===== src/verilog/disc_ctrl_pkg.sv =====
// Constants shared by the disconnector command and position block.
// Assumes a 200 MHz system clock and a 32-bit classic Wishbone bus.
package disc_ctrl_pkg;

   // ----------------------------------------------------------------
   // Time base
   // ----------------------------------------------------------------
   localparam int CLK_HZ = 200_000_000;
   localparam int TICK_MS = 1;
   localparam int CYC_PER_TICK = CLK_HZ / 1000 * TICK_MS;
   localparam logic [15:0] OP_PULSE_MS = 16'h0096;
   localparam logic [15:0] PULSE_MIN_MS = 16'h0064;
   localparam logic [15:0] PULSE_MAX_MS = 16'hEA60;
   localparam logic [15:0] PULSE_RST_MS = 16'h03E8;
   localparam logic [15:0] INTER_MIN_MS = 16'h0014;
   localparam logic [15:0] INTER_RST_MS = 16'h2710;
   localparam logic [15:0] MAXOP_MIN_MS = 16'h000A;
   localparam logic [15:0] MAXOP_RST_MS = 16'h2710;
   localparam logic [15:0] TIME_MAX_MS = 16'hEA60;

   // ----------------------------------------------------------------
   // Register byte addresses
   // ----------------------------------------------------------------
   localparam logic [7:0] A_CTRL = 8'h00;
   localparam logic [7:0] A_PULSE = 8'h04;
   localparam logic [7:0] A_INTER = 8'h08;
   localparam logic [7:0] A_MAXOP = 8'h0C;
   localparam logic [7:0] A_CMD = 8'h10;
   localparam logic [7:0] A_STATUS = 8'h14;
   localparam logic [7:0] A_COUNT = 8'h18;
   localparam logic [7:0] A_IRQ_STAT = 8'h1C;
   localparam logic [7:0] A_IRQ_MASK = 8'h20;

   // ----------------------------------------------------------------
   // Fields
   // ----------------------------------------------------------------
   localparam int CTRL_ENH_BIT = 0;
   localparam int CMD_ON_BIT = 0;
   localparam int CMD_LOCAL_BIT = 1;
   localparam int IRQ_W = 4;
   localparam int EV_STATE = 0;
   localparam int EV_OPER = 1;
   localparam int EV_REFUSED = 2;
   localparam int EV_TIMEOUT = 3;
   localparam logic [IRQ_W-1:0] MASK_RST = 4'h0;

   // Position codes
   localparam logic [1:0] POS_INTER = 2'h0;
   localparam logic [1:0] POS_OFF = 2'h1;
   localparam logic [1:0] POS_ON = 2'h2;
   localparam logic [1:0] POS_BAD = 2'h3;

   typedef enum logic [1:0] {
      CMD_IDLE = 2'b00,
      CMD_OPEN = 2'b01,
      CMD_CLOSE = 2'b10
   } cmd_state_t;

endpackage


===== src/verilog/disc_ctrl.sv =====
// Disconnector command pulses, position decoding and operation counter.
// Assumes asynchronous feedback and permission pins, one 200 MHz clock,
// and a classic Wishbone master for the register file.

// Contract
// - Accepted open request drives the open pulse for the pulse duration.
// - Accepted close request drives the close pulse for the pulse duration.
// - Each disconnector operation raises the switching event pulse 150 ms.
// - Filtered closed indication comes from the position feedback.
// - Filtered opened indication comes from the position feedback.
// - Operation counter adds one whenever the switching pulse activates.
// - A host clear request zeroes the operation counter.
// - Position code: 0 intermediate, 1 off, 2 on, 3 bad.
// - Every change of the position code raises a state event.
// - Request value off maps to open pulse, on to close pulse.
// - Execute only with local/remote permission and direction permit.
// - Timings hold within 5 percent or 15 ms, whichever larger.
// - Pulse duration settable 100 to 60000 ms, default 1000 ms.
// - Intermediate reported only after feedback stays between longer.
// - Enhanced mode flags error if position stays after max time.
module disc_ctrl #(
   parameter int TICK_CYCLES = disc_ctrl_pkg::CYC_PER_TICK,
   parameter int TICK_W = 18
) (
   input wire logic clk,
   input wire logic rst_n,
   input wire logic wb_cyc_i,
   input wire logic wb_stb_i,
   input wire logic wb_we_i,
   input wire logic [7:0] wb_adr_i,
   input wire logic [3:0] wb_sel_i,
   input wire logic [31:0] wb_dat_i,
   output logic [31:0] wb_dat_o,
   output logic wb_ack_o,
   input wire logic open_feedback_in,
   input wire logic closed_feedback_in,
   input wire logic open_permit_in,
   input wire logic close_permit_in,
   input wire logic local_enable_in,
   input wire logic remote_enable_in,
   input wire logic block_in,
   output logic open_pulse_out,
   output logic close_pulse_out,
   output logic switching_event_pulse,
   output logic filtered_closed_out,
   output logic filtered_opened_out,
   output logic [1:0] position_state_code,
   output logic state_event_pulse,
   output logic irq
);
   typedef struct packed {
      logic [6:0] sync1;
      logic [6:0] sync2;
      logic [TICK_W-1:0] tick_cnt;
      logic tick;
      logic ack;
      logic [31:0] dat;
      logic enh;
      logic [15:0] pulse_ms;
      logic [15:0] inter_ms;
      logic [15:0] maxop_ms;
      logic [disc_ctrl_pkg::IRQ_W-1:0] mask;
      logic [disc_ctrl_pkg::IRQ_W-1:0] stat;
      disc_ctrl_pkg::cmd_state_t st;
      logic [15:0] pulse_cnt;
      logic open_p;
      logic close_p;
      logic [15:0] inter_cnt;
      logic [1:0] code;
      logic closed_f;
      logic opened_f;
      logic [15:0] op_cnt;
      logic op_p;
      logic [15:0] op_count;
      logic evt;
      logic maxop_on;
      logic [15:0] maxop_cnt;
      logic [1:0] start_code;
      logic irq;
   } state_t;

   state_t s_r;
   state_t s_nxt;

   // ----------------------------------------------------------------
   // Helpers
   // ----------------------------------------------------------------
   function automatic logic [15:0] lanes(input logic [15:0] old,
                                         input logic [31:0] d,
                                         input logic [3:0] sel);
      lanes = {sel[1] ? d[15:8] : old[15:8], sel[0] ? d[7:0] : old[7:0]};
   endfunction

   function automatic logic [15:0] clamp(input logic [15:0] v,
                                         input logic [15:0] lo);
      clamp = (v < lo) ? lo : (v > disc_ctrl_pkg::TIME_MAX_MS) ?
              disc_ctrl_pkg::TIME_MAX_MS : v;
   endfunction

   logic acc;
   logic wr;
   logic [1:0] raw_code;
   logic cmd_wr;
   logic req_on;
   logic src_ok;
   logic dir_ok;
   logic accept;
   logic cnt_clr;

   assign acc = wb_cyc_i & wb_stb_i & ~s_r.ack;
   assign wr = acc & wb_we_i;
   // Bit 1 closed feedback, bit 0 open feedback
   assign raw_code = {s_r.sync2[1], s_r.sync2[0]};
   assign cmd_wr = wr && wb_adr_i == disc_ctrl_pkg::A_CMD && wb_sel_i[0];
   assign req_on = wb_dat_i[disc_ctrl_pkg::CMD_ON_BIT];
   assign src_ok = wb_dat_i[disc_ctrl_pkg::CMD_LOCAL_BIT] ?
                   s_r.sync2[4] : s_r.sync2[5];
   assign dir_ok = req_on ? s_r.sync2[3] : s_r.sync2[2];
   assign accept = cmd_wr && src_ok && dir_ok && !s_r.sync2[6] &&
                   s_r.st == disc_ctrl_pkg::CMD_IDLE;
   assign cnt_clr = wr && wb_adr_i == disc_ctrl_pkg::A_COUNT;

   // ----------------------------------------------------------------
   // Next state
   // ----------------------------------------------------------------
   always_comb begin
      logic [disc_ctrl_pkg::IRQ_W-1:0] ev;
      logic [disc_ctrl_pkg::IRQ_W-1:0] w1c;
      ev = '0;
      w1c = '0;
      s_nxt = s_r;
      s_nxt.sync1 = {block_in, remote_enable_in, local_enable_in,
                     close_permit_in, open_permit_in,
                     closed_feedback_in, open_feedback_in};
      s_nxt.sync2 = s_r.sync1;
      s_nxt.tick = s_r.tick_cnt == TICK_W'(TICK_CYCLES - 1);
      s_nxt.tick_cnt = s_nxt.tick ? '0 : s_r.tick_cnt + 1'b1;
      s_nxt.ack = acc;
      s_nxt.evt = 1'b0;

      // Register writes
      if (wr) begin
         case (wb_adr_i)
            disc_ctrl_pkg::A_CTRL: begin
               if (wb_sel_i[0])
                  s_nxt.enh = wb_dat_i[disc_ctrl_pkg::CTRL_ENH_BIT];
            end
            disc_ctrl_pkg::A_PULSE: begin
               s_nxt.pulse_ms = clamp(lanes(s_r.pulse_ms, wb_dat_i,
                  wb_sel_i), disc_ctrl_pkg::PULSE_MIN_MS);
            end
            disc_ctrl_pkg::A_INTER: begin
               s_nxt.inter_ms = clamp(lanes(s_r.inter_ms, wb_dat_i,
                  wb_sel_i), disc_ctrl_pkg::INTER_MIN_MS);
            end
            disc_ctrl_pkg::A_MAXOP: begin
               s_nxt.maxop_ms = clamp(lanes(s_r.maxop_ms, wb_dat_i,
                  wb_sel_i), disc_ctrl_pkg::MAXOP_MIN_MS);
            end
            disc_ctrl_pkg::A_IRQ_STAT: begin
               if (wb_sel_i[0])
                  w1c = wb_dat_i[disc_ctrl_pkg::IRQ_W-1:0];
            end
            disc_ctrl_pkg::A_IRQ_MASK: begin
               if (wb_sel_i[0])
                  s_nxt.mask = wb_dat_i[disc_ctrl_pkg::IRQ_W-1:0];
            end
            default: begin
            end
         endcase
      end

      // Read data
      case (wb_adr_i)
         disc_ctrl_pkg::A_CTRL: s_nxt.dat = {31'h0, s_r.enh};
         disc_ctrl_pkg::A_PULSE: s_nxt.dat = {16'h0, s_r.pulse_ms};
         disc_ctrl_pkg::A_INTER: s_nxt.dat = {16'h0, s_r.inter_ms};
         disc_ctrl_pkg::A_MAXOP: s_nxt.dat = {16'h0, s_r.maxop_ms};
         disc_ctrl_pkg::A_STATUS: begin
            s_nxt.dat = {23'h0, s_r.maxop_on, s_r.st != disc_ctrl_pkg::CMD_IDLE,
                         s_r.close_p, s_r.open_p, s_r.op_p, s_r.closed_f,
                         s_r.opened_f, s_r.code};
         end
         disc_ctrl_pkg::A_COUNT: s_nxt.dat = {16'h0, s_r.op_count};
         disc_ctrl_pkg::A_IRQ_STAT: s_nxt.dat = {28'h0, s_r.stat};
         disc_ctrl_pkg::A_IRQ_MASK: s_nxt.dat = {28'h0, s_r.mask};
         default: s_nxt.dat = 32'h0;
      endcase

      // Command pulse
      if (cmd_wr && !accept)
         ev[disc_ctrl_pkg::EV_REFUSED] = 1'b1;
      case (s_r.st)
         disc_ctrl_pkg::CMD_IDLE: begin
            if (accept) begin
               s_nxt.pulse_cnt = '0;
               // Off maps to open output, on to close output
               if (req_on) begin
                  s_nxt.st = disc_ctrl_pkg::CMD_CLOSE;
                  s_nxt.close_p = 1'b1;
               end else begin
                  s_nxt.st = disc_ctrl_pkg::CMD_OPEN;
                  s_nxt.open_p = 1'b1;
               end
            end
         end
         disc_ctrl_pkg::CMD_OPEN, disc_ctrl_pkg::CMD_CLOSE: begin
            if (s_r.tick)
               s_nxt.pulse_cnt = s_r.pulse_cnt + 16'h1;
            // Whole ms ticks keep error to one ms
            if (s_r.pulse_cnt >= s_r.pulse_ms) begin
               s_nxt.st = disc_ctrl_pkg::CMD_IDLE;
               s_nxt.open_p = 1'b0;
               s_nxt.close_p = 1'b0;
            end
         end
         default: begin
            s_nxt.st = disc_ctrl_pkg::CMD_IDLE;
            s_nxt.open_p = 1'b0;
            s_nxt.close_p = 1'b0;
         end
      endcase

      // Position filter
      if (raw_code == disc_ctrl_pkg::POS_INTER) begin
         if (s_r.tick && s_r.inter_cnt < s_r.inter_ms)
            s_nxt.inter_cnt = s_r.inter_cnt + 16'h1;
         if (s_r.inter_cnt >= s_r.inter_ms)
            s_nxt.code = disc_ctrl_pkg::POS_INTER;
      end else begin
         s_nxt.inter_cnt = '0;
         s_nxt.code = raw_code;
      end
      if (s_nxt.code != s_r.code) begin
         s_nxt.evt = 1'b1;
         ev[disc_ctrl_pkg::EV_STATE] = 1'b1;
      end
      s_nxt.closed_f = s_nxt.code == disc_ctrl_pkg::POS_ON;
      s_nxt.opened_f = s_nxt.code == disc_ctrl_pkg::POS_OFF;

      // Operation pulse and counter
      if (s_r.op_p && s_r.tick) begin
         s_nxt.op_cnt = s_r.op_cnt - 16'h1;
         if (s_r.op_cnt == 16'h1)
            s_nxt.op_p = 1'b0;
      end
      if (s_nxt.code != s_r.code && (s_nxt.code == disc_ctrl_pkg::POS_ON ||
          s_nxt.code == disc_ctrl_pkg::POS_OFF)) begin
         s_nxt.op_cnt = disc_ctrl_pkg::OP_PULSE_MS;
         s_nxt.op_p = 1'b1;
         ev[disc_ctrl_pkg::EV_OPER] = 1'b1;
         if (!s_r.op_p)
            s_nxt.op_count = s_r.op_count + 16'h1;
      end
      if (cnt_clr)
         s_nxt.op_count = '0;

      // Operating time supervision
      if (s_r.maxop_on) begin
         if (s_r.code != s_r.start_code) begin
            s_nxt.maxop_on = 1'b0;
         end else begin
            if (s_r.tick)
               s_nxt.maxop_cnt = s_r.maxop_cnt + 16'h1;
            if (s_r.maxop_cnt >= s_r.maxop_ms) begin
               s_nxt.maxop_on = 1'b0;
               ev[disc_ctrl_pkg::EV_TIMEOUT] = 1'b1;
            end
         end
      end
      if (accept && s_r.enh) begin
         s_nxt.maxop_on = 1'b1;
         s_nxt.maxop_cnt = '0;
         s_nxt.start_code = s_r.code;
      end

      // New events win over a simultaneous clear
      s_nxt.stat = (s_r.stat & ~w1c) | ev;
      s_nxt.irq = |(s_nxt.stat & s_nxt.mask);
   end

   always_ff @(posedge clk or negedge rst_n) begin
      if (!rst_n) begin
         s_r <= '0;
         s_r.pulse_ms <= disc_ctrl_pkg::PULSE_RST_MS;
         s_r.inter_ms <= disc_ctrl_pkg::INTER_RST_MS;
         s_r.maxop_ms <= disc_ctrl_pkg::MAXOP_RST_MS;
         s_r.mask <= disc_ctrl_pkg::MASK_RST;
         s_r.st <= disc_ctrl_pkg::CMD_IDLE;
      end else begin
         s_r <= s_nxt;
      end
   end

   // ----------------------------------------------------------------
   // Outputs
   // ----------------------------------------------------------------
   assign wb_dat_o = s_r.dat;
   assign wb_ack_o = s_r.ack;
   assign open_pulse_out = s_r.open_p;
   assign close_pulse_out = s_r.close_p;
   assign switching_event_pulse = s_r.op_p;
   assign filtered_closed_out = s_r.closed_f;
   assign filtered_opened_out = s_r.opened_f;
   assign position_state_code = s_r.code;
   assign state_event_pulse = s_r.evt;
   assign irq = s_r.irq;
endmodule // disc_ctrl


===== config.mk =====
export PLATFORM = sky130hd
export DESIGN_NAME = disc_ctrl
export DESIGN_NICKNAME = d
export VERILOG_FILES = /design/src/verilog/disc_ctrl_pkg.sv /design/src/verilog/disc_ctrl.sv
export SDC_FILE = /design/constraint.sdc
export NUM_CORES = 1
export LEC_CHECK = 0
export BUFFER_PORTS_ARGS = -buffer_cell sky130_fd_sc_hd__buf_2
export CORE_ASPECT_RATIO = 0.9
export CORE_UTILIZATION = 40
export CTS_CLUSTER_DIAMETER = 80
export DETAILED_ROUTE_END_ITERATION = 7
export SYNTH_ARGS = -nofsm -noshare
export SYNTH_HDL_FRONTEND = slang
export SYNTH_SLANG_ARGS = --single-unit

===== constraint.sdc =====
create_clock -name clk -period 3.8 [get_ports clk]
set_input_delay 0 -clock clk [delete_from_list [all_inputs] [get_ports clk]]
set_output_delay 0 -clock clk [all_outputs]
set_load 0.01 [all_outputs]

# ---- Word-level counts from Yosys, hierarchy flattened
# Index checks and enable logic that the tools add are counted.
dict set report word_totals {
  reg_bits 217
  in_bits 56
  output_inout_bits 42
  word_cells 165
}
dict set report op_classes {
  n_addsub 6
  magnitude_cmp 10
  n_eq_ne 24
  mux 51
  bitwise_logic 8
  n_reduce_logical 38
}
# op n
set op_table {}
lappend op_table {{$mux W16} 12}
lappend op_table {{$pmux W16 S8} 1}
lappend op_table {{$add A16 B1 Y16 const B} 4}
lappend op_table {{$ge A16 B16 Y1} 3}
lappend op_table {{$gt A16 B16 Y1 const B} 3}
lappend op_table {{$mux W8} 6}
lappend op_table {{$mux W18} 2}
lappend op_table {{$mux W17} 2}
lappend op_table {{$mux W33} 1}
lappend op_table {{$eq A8 B5 Y1 const B} 4}
lappend op_table {{$pmux W16 S2} 1}
lappend op_table {{$mux W4} 6}
lappend op_table {{$mux W20} 1}
lappend op_table {{$mux W19} 1}
lappend op_table {{$add A18 B1 Y18 const B} 1}
lappend op_table {{$eq A18 B18 Y1 const B} 1}
lappend op_table {{$eq A16 B1 Y1 const B} 1}
lappend op_table {{$eq A8 B4 Y1 const B} 2}
lappend op_table {{$lt A16 B16 Y1} 1}
lappend op_table {{$lt A16 B4 Y1 const B} 1}
lappend op_table {{$lt A16 B5 Y1 const B} 1}
lappend op_table {{$lt A16 B7 Y1 const B} 1}
lappend op_table {{$sub A16 B1 Y16 const B} 1}
lappend op_table {{$reduce_and A3 Y1} 5}
lappend op_table {{other kinds (24)} 75}

# ---- Longest topological paths before layout
dict set report depth {
  depth_word 15
  mapped_depth 14
  ltp_nobuf 14
}

# ---- Worst setup path before layout
# OpenSTA, ideal clock, no wires.
dict set report synth_path {
  path_type {reg2reg}
  from {register s_r[131] (netlist bit)}
  to {register s_r[27] (netlist bit)}
  arrival_ns 3.302
  setup_slack_ns 0.375
  stages_incl_launch_ff 15
  path_buffers 0
  synth_period_minus_slack_ns 3.425
  path_cell_list {dfstp_2 -> inv_1 -> ha_1 -> nand4_1 -> nor4_2 -> a21boi_2 -> a211oi_1 -> and2_1 -> a31oi_1 -> ha_1 -> nor2_1 -> nand2_1 -> a211oi_1 -> nand2_1 -> mux2i_1}
}
dict set report synth_between {
  elab_chain_len 8
  word_cells_on_any_way 10
  classes_between {1 x order compare; 3 x eq/ne; 2 x mux; 4 x reduce/logical}
}
# item line
set synth_lines {}
lappend synth_lines {{from (decl)} disc_ctrl.sv:82} ;# state_t s_r;
lappend synth_lines {{from (signal assigned)} disc_ctrl.sv:291} ;# s_r <= s_nxt;
lappend synth_lines {{$ge A16 B16 Y1 (*)} disc_ctrl.sv:228} ;# if (s_r.inter_cnt >= s_r.inter_ms)
lappend synth_lines {{$mux W2 (*)} disc_ctrl.sv:228}
lappend synth_lines {{$mux W18 (*)} disc_ctrl.sv:225} ;# if (raw_code == disc_ctrl_pkg::POS_INTER) begin
lappend synth_lines {{$eq A2 B2 Y1 / $eq A2 B1 Y1 (equally long branches)} {disc_ctrl.sv:247, disc_ctrl.sv:248}}
lappend synth_lines {{$logic_or A1 B1 Y1} disc_ctrl.sv:247} ;# if (s_nxt.code != s_r.code && (s_nxt.code == disc_ctrl_pkg::POS_ON ||
lappend synth_lines {{$logic_and A1 B1 Y1 (*)} disc_ctrl.sv:247}
lappend synth_lines {{$reduce_bool A2 Y1 (no line) (*)} n/a}
lappend synth_lines {{$reduce_and A2 Y1 (no line) (*)} n/a}
# Mark *: on every way between the ends. The rest lies on a longest branch, timed or not.
# A chain may end at the register's enable or synchronous reset.

# ---- Final worst setup path
dict set report layout_path {
  from {register s_r[128] (netlist bit)}
  to {register s_r[33] (netlist bit)}
}
# Same word-level chain as after synthesis.

==> flow_summary.ini <==
[critical_path]
cp_cell_sequence = inv_1, ha_1, nand4_1, nor4_4, a21boi_2, a211oi_2, and2_1, a31oi_2, ha_4, nor2_2, nand2_2, a2111oi_4, a21o_1, a21oi_1
cp_slowest_cell = dfstp_2
crit_required_ns = 4.18
end_kind = flip-flop
critPathTopFamily = compound AO/OA/AOI/OAI gates
setup.worst_path.start_class = flip-flop
slowest_delay_ns = 0.56
path_class = flip-flop to flip-flop
crit_fanout = 5
crit_arrival_ns = 3.94
cp.buffers_inverters = 1

[clock_tree]
htreeDepth = 1
cts_buffers = 23
clk_pin_slew_ns = 0.06
clkSinkCount = 201
clkLatencyLatePin_ns = 0.54
ctsRootBufferMaster = clkbuf_16
clockBufferDepth = 3
cts_tree = done

[sta]
fmax_mhz = 280.8
worst_pin_slew_ns = 0.9929
fin_setup_tns_ns = 0
fin_crit_ns = 3.561
slew_violations = 0
fin_worst_skew_ns = 0.02113
hold_viol = 0
fin_crit_sh_pct = 93.72
rsz0062_at_grt = no
setup_violations = 0
slew_headroom_pct = 33.81

[power_and_ir_drop]
powerDensity_mw_per_mm2 = 372.5
leakagePower_nw = 5.748
power_w = 0.004874
ir_drop_uv = 399.4

[detailed_routing]
ant_nets = 0
firstDrtPassIters = 7
vias_per_cell = 5.726
drc = 0
wl_um = 31560
first_iter_violations = 921
wl_per_cell_um = 19.01
vias = 9505

[cells_and_area]
area_delta_synth_final_pct = 14.46
diodes = 0
fill_cells = 2650
nNetsFinal = 1397
drive_gt1_share_pct = 13.23

[synth]
ys_top_cells_by_count = dfrtp_1 (185), nand2_1 (120), nor2_1 (88), inv_1 (80), o21ai_0 (67)
syn_area_mm2 = 0.01143
seq_area_frac_synth_pct = 44.17
synth-edff-count = 0
yosysTopAreaCell = dfrtp_1
syn_area_per_cell_um2 = 9.487
synthSimpleGateAreaFrac_pct = 19.83
syn_inst = 1205
async_flop_share_pct = 100.0
ys.flop_type = dfrtp_1
synthXorXnorAreaFrac_pct = 4.597
synth_warnings = 0
synthAdderAreaFrac_pct = 6.348
synth_compound_area_share_pct = 16.44
synth_most_common_cell = dfrtp_1
ys_ff_latch = 201
yosysTopAreaCellShare_pct = 40.49
yosys-top-cells-area = dfrtp_1 (40%), ha_1 (6.3%), nand2_1 (3.9%)
synthMuxAreaShare_pct = 2.069
synth_cell_types = 85
synth_top_family_by_area = simple AND/OR/NAND/NOR gates

[grt]
antenna_found_initial = 0
grt_max_degree = 115
overflow = 0
grt_pass1_wl_um = 50230
grt_use_total_pct = 21.72
grt_pass1_vias = 9121

[job]
maxCapViolations = 0

[die]
die_h_um = 162.4
dieWidth_um = 180.2
ios = 98
core_area_mm2 = 0.02801
num_rows = 58
die_area_mm2 = 0.02926
start_util_pct = 40.81

[place]
portBuffers = 63
dpl.hpwl_um = 22910
gp_congestion = 0.9545

[outcome]
status = finished clean

[worst_hold_path]
hold_class = input pin to flip-flop
-- routing by layer --
| metal | global-route usage (%) | wire, um | share of wire (%) |
|---|---|---|---|
| met1 | 31.31 | 14680 | 47 |
| met2 | 32.72 | 13480 | 43 |
| met3 | 3.779 | 2316 | 7.3 |
| met4 | 7.420 | 1073 | 3.4 |
| met5 | 1.667 | 0 | 0 |
-- registers in the layout (all words and copies together) (netlist names) --
register / cells
close_pulse_out: 1
filtered_closed_out: 1
filtered_opened_out: 1
irq: 1
open_pulse_out: 1
position_state_code: 2
raw_code: 2
s_nxt: 7
s_r: 166
state_event_pulse: 1
switching_event_pulse: 1
wb_ack_o: 1
wb_dat_o: 16
-- through the flow --
| stage | hold slack (ns) | utilization (%) | instance area, um2 | setup slack (ns) | std cells |
|---|---|---|---|---|---|
| after floorplan | -0.2956 | - | 11490 | 0.3753 | 1220 |
| after global placement | 0.1075 | 42.64 | 11940 | 0.08383 | 1581 |
| after detailed placement | 0.1093 | 42.64 | 11940 | -0.04025 | 1581 |
| after CTS | 0.01592 | 46.52 | 13030 | 0.01680 | 1658 |
| after global routing | 0.07085 | 46.71 | 13090 | 0.006397 | 1660 |
| final | 0.04295 | 46.71 | 13090 | 0.2386 | 1660 |
-- report_power, final --
part	internal (W)	switching [W]	total, W	leakage [nW]
logic	0.000150	0.000263	0.000412	2.94
registers	0.00220	0.0000834	0.00228	2.46
clock network	0.00122	0.000961	0.00218	0.344
-- path summary, 6_finish.rpt --
kind | endpoint | cells after the start | startpoint | slack [ns]
setup / recovery | s_r[33] | 14 | s_r[128] | 0.24
setup reg to reg | s_r[33] | 14 | s_r[128] | 0.24
hold reg to reg | s_r[209] | 0 | s_nxt[209] | 0.35
hold / removal | s_r[111] | 3 | wb_sel_i[1] | 0.04
max in group asynchronous | s_r[188] | 3 | rst_n | 2.68
min in group asynchronous | s_r[145] | 2 | rst_n | 0.15
-- kinds of logic after synthesis --
logic type               count (synthesis)
adder cells (fa/ha/maj)                 58
flip-flops                             201
XOR/XNOR                                60
AND/OR/NAND/NOR                        435
buffers and inverters                  157
multiplexers                            22
AO/OA/AOI/OAI                          271
other                                    1
-- placed cells by master, fill, tap and decap left out, drive strengths merged, types with 19 or more instances in the layout --
cell type,n
nand3,52
inv,82
a22oi,27
and3,21
dfrtp,185
or3,19
dlygate4sd3,35
nor2,88
xnor2,34
clkbuf,30
ha,58
o21ai,69
a21oi,52
xor2,26
nand2,121
buf,79
nor3,31
-- area by class of cell --
class                      count  area [um2]  share of cell area (%)
clock inverter                13       115.1                  0.8797
multi-input combinational    862        5747                   43.92
tap                          360       450.4                   3.442
timing repair buffer         115       814.5                   6.225
clock buffer                  29       608.1                   4.647
sequential                   201        5050                   38.59
inverter                      80       300.3                   2.295
-- timing repair --
item,4_1_cts,5_1_grt
setup endpoints to repair,2,28
pin swaps,0,6
hold buffers,35,0
gates resized for setup,1,7
endpoints found under the hold margin,166,0
setup buffers,0,2
-- tightest hold or removal path, delay by kind of cell --
kind | cells | cell delay, ns
buffers and inverters | 1 | 0.27
AOI/OAI and AO/OA | 2 | 0.27
No activity file was read; power rests on OpenSTA's default activity.
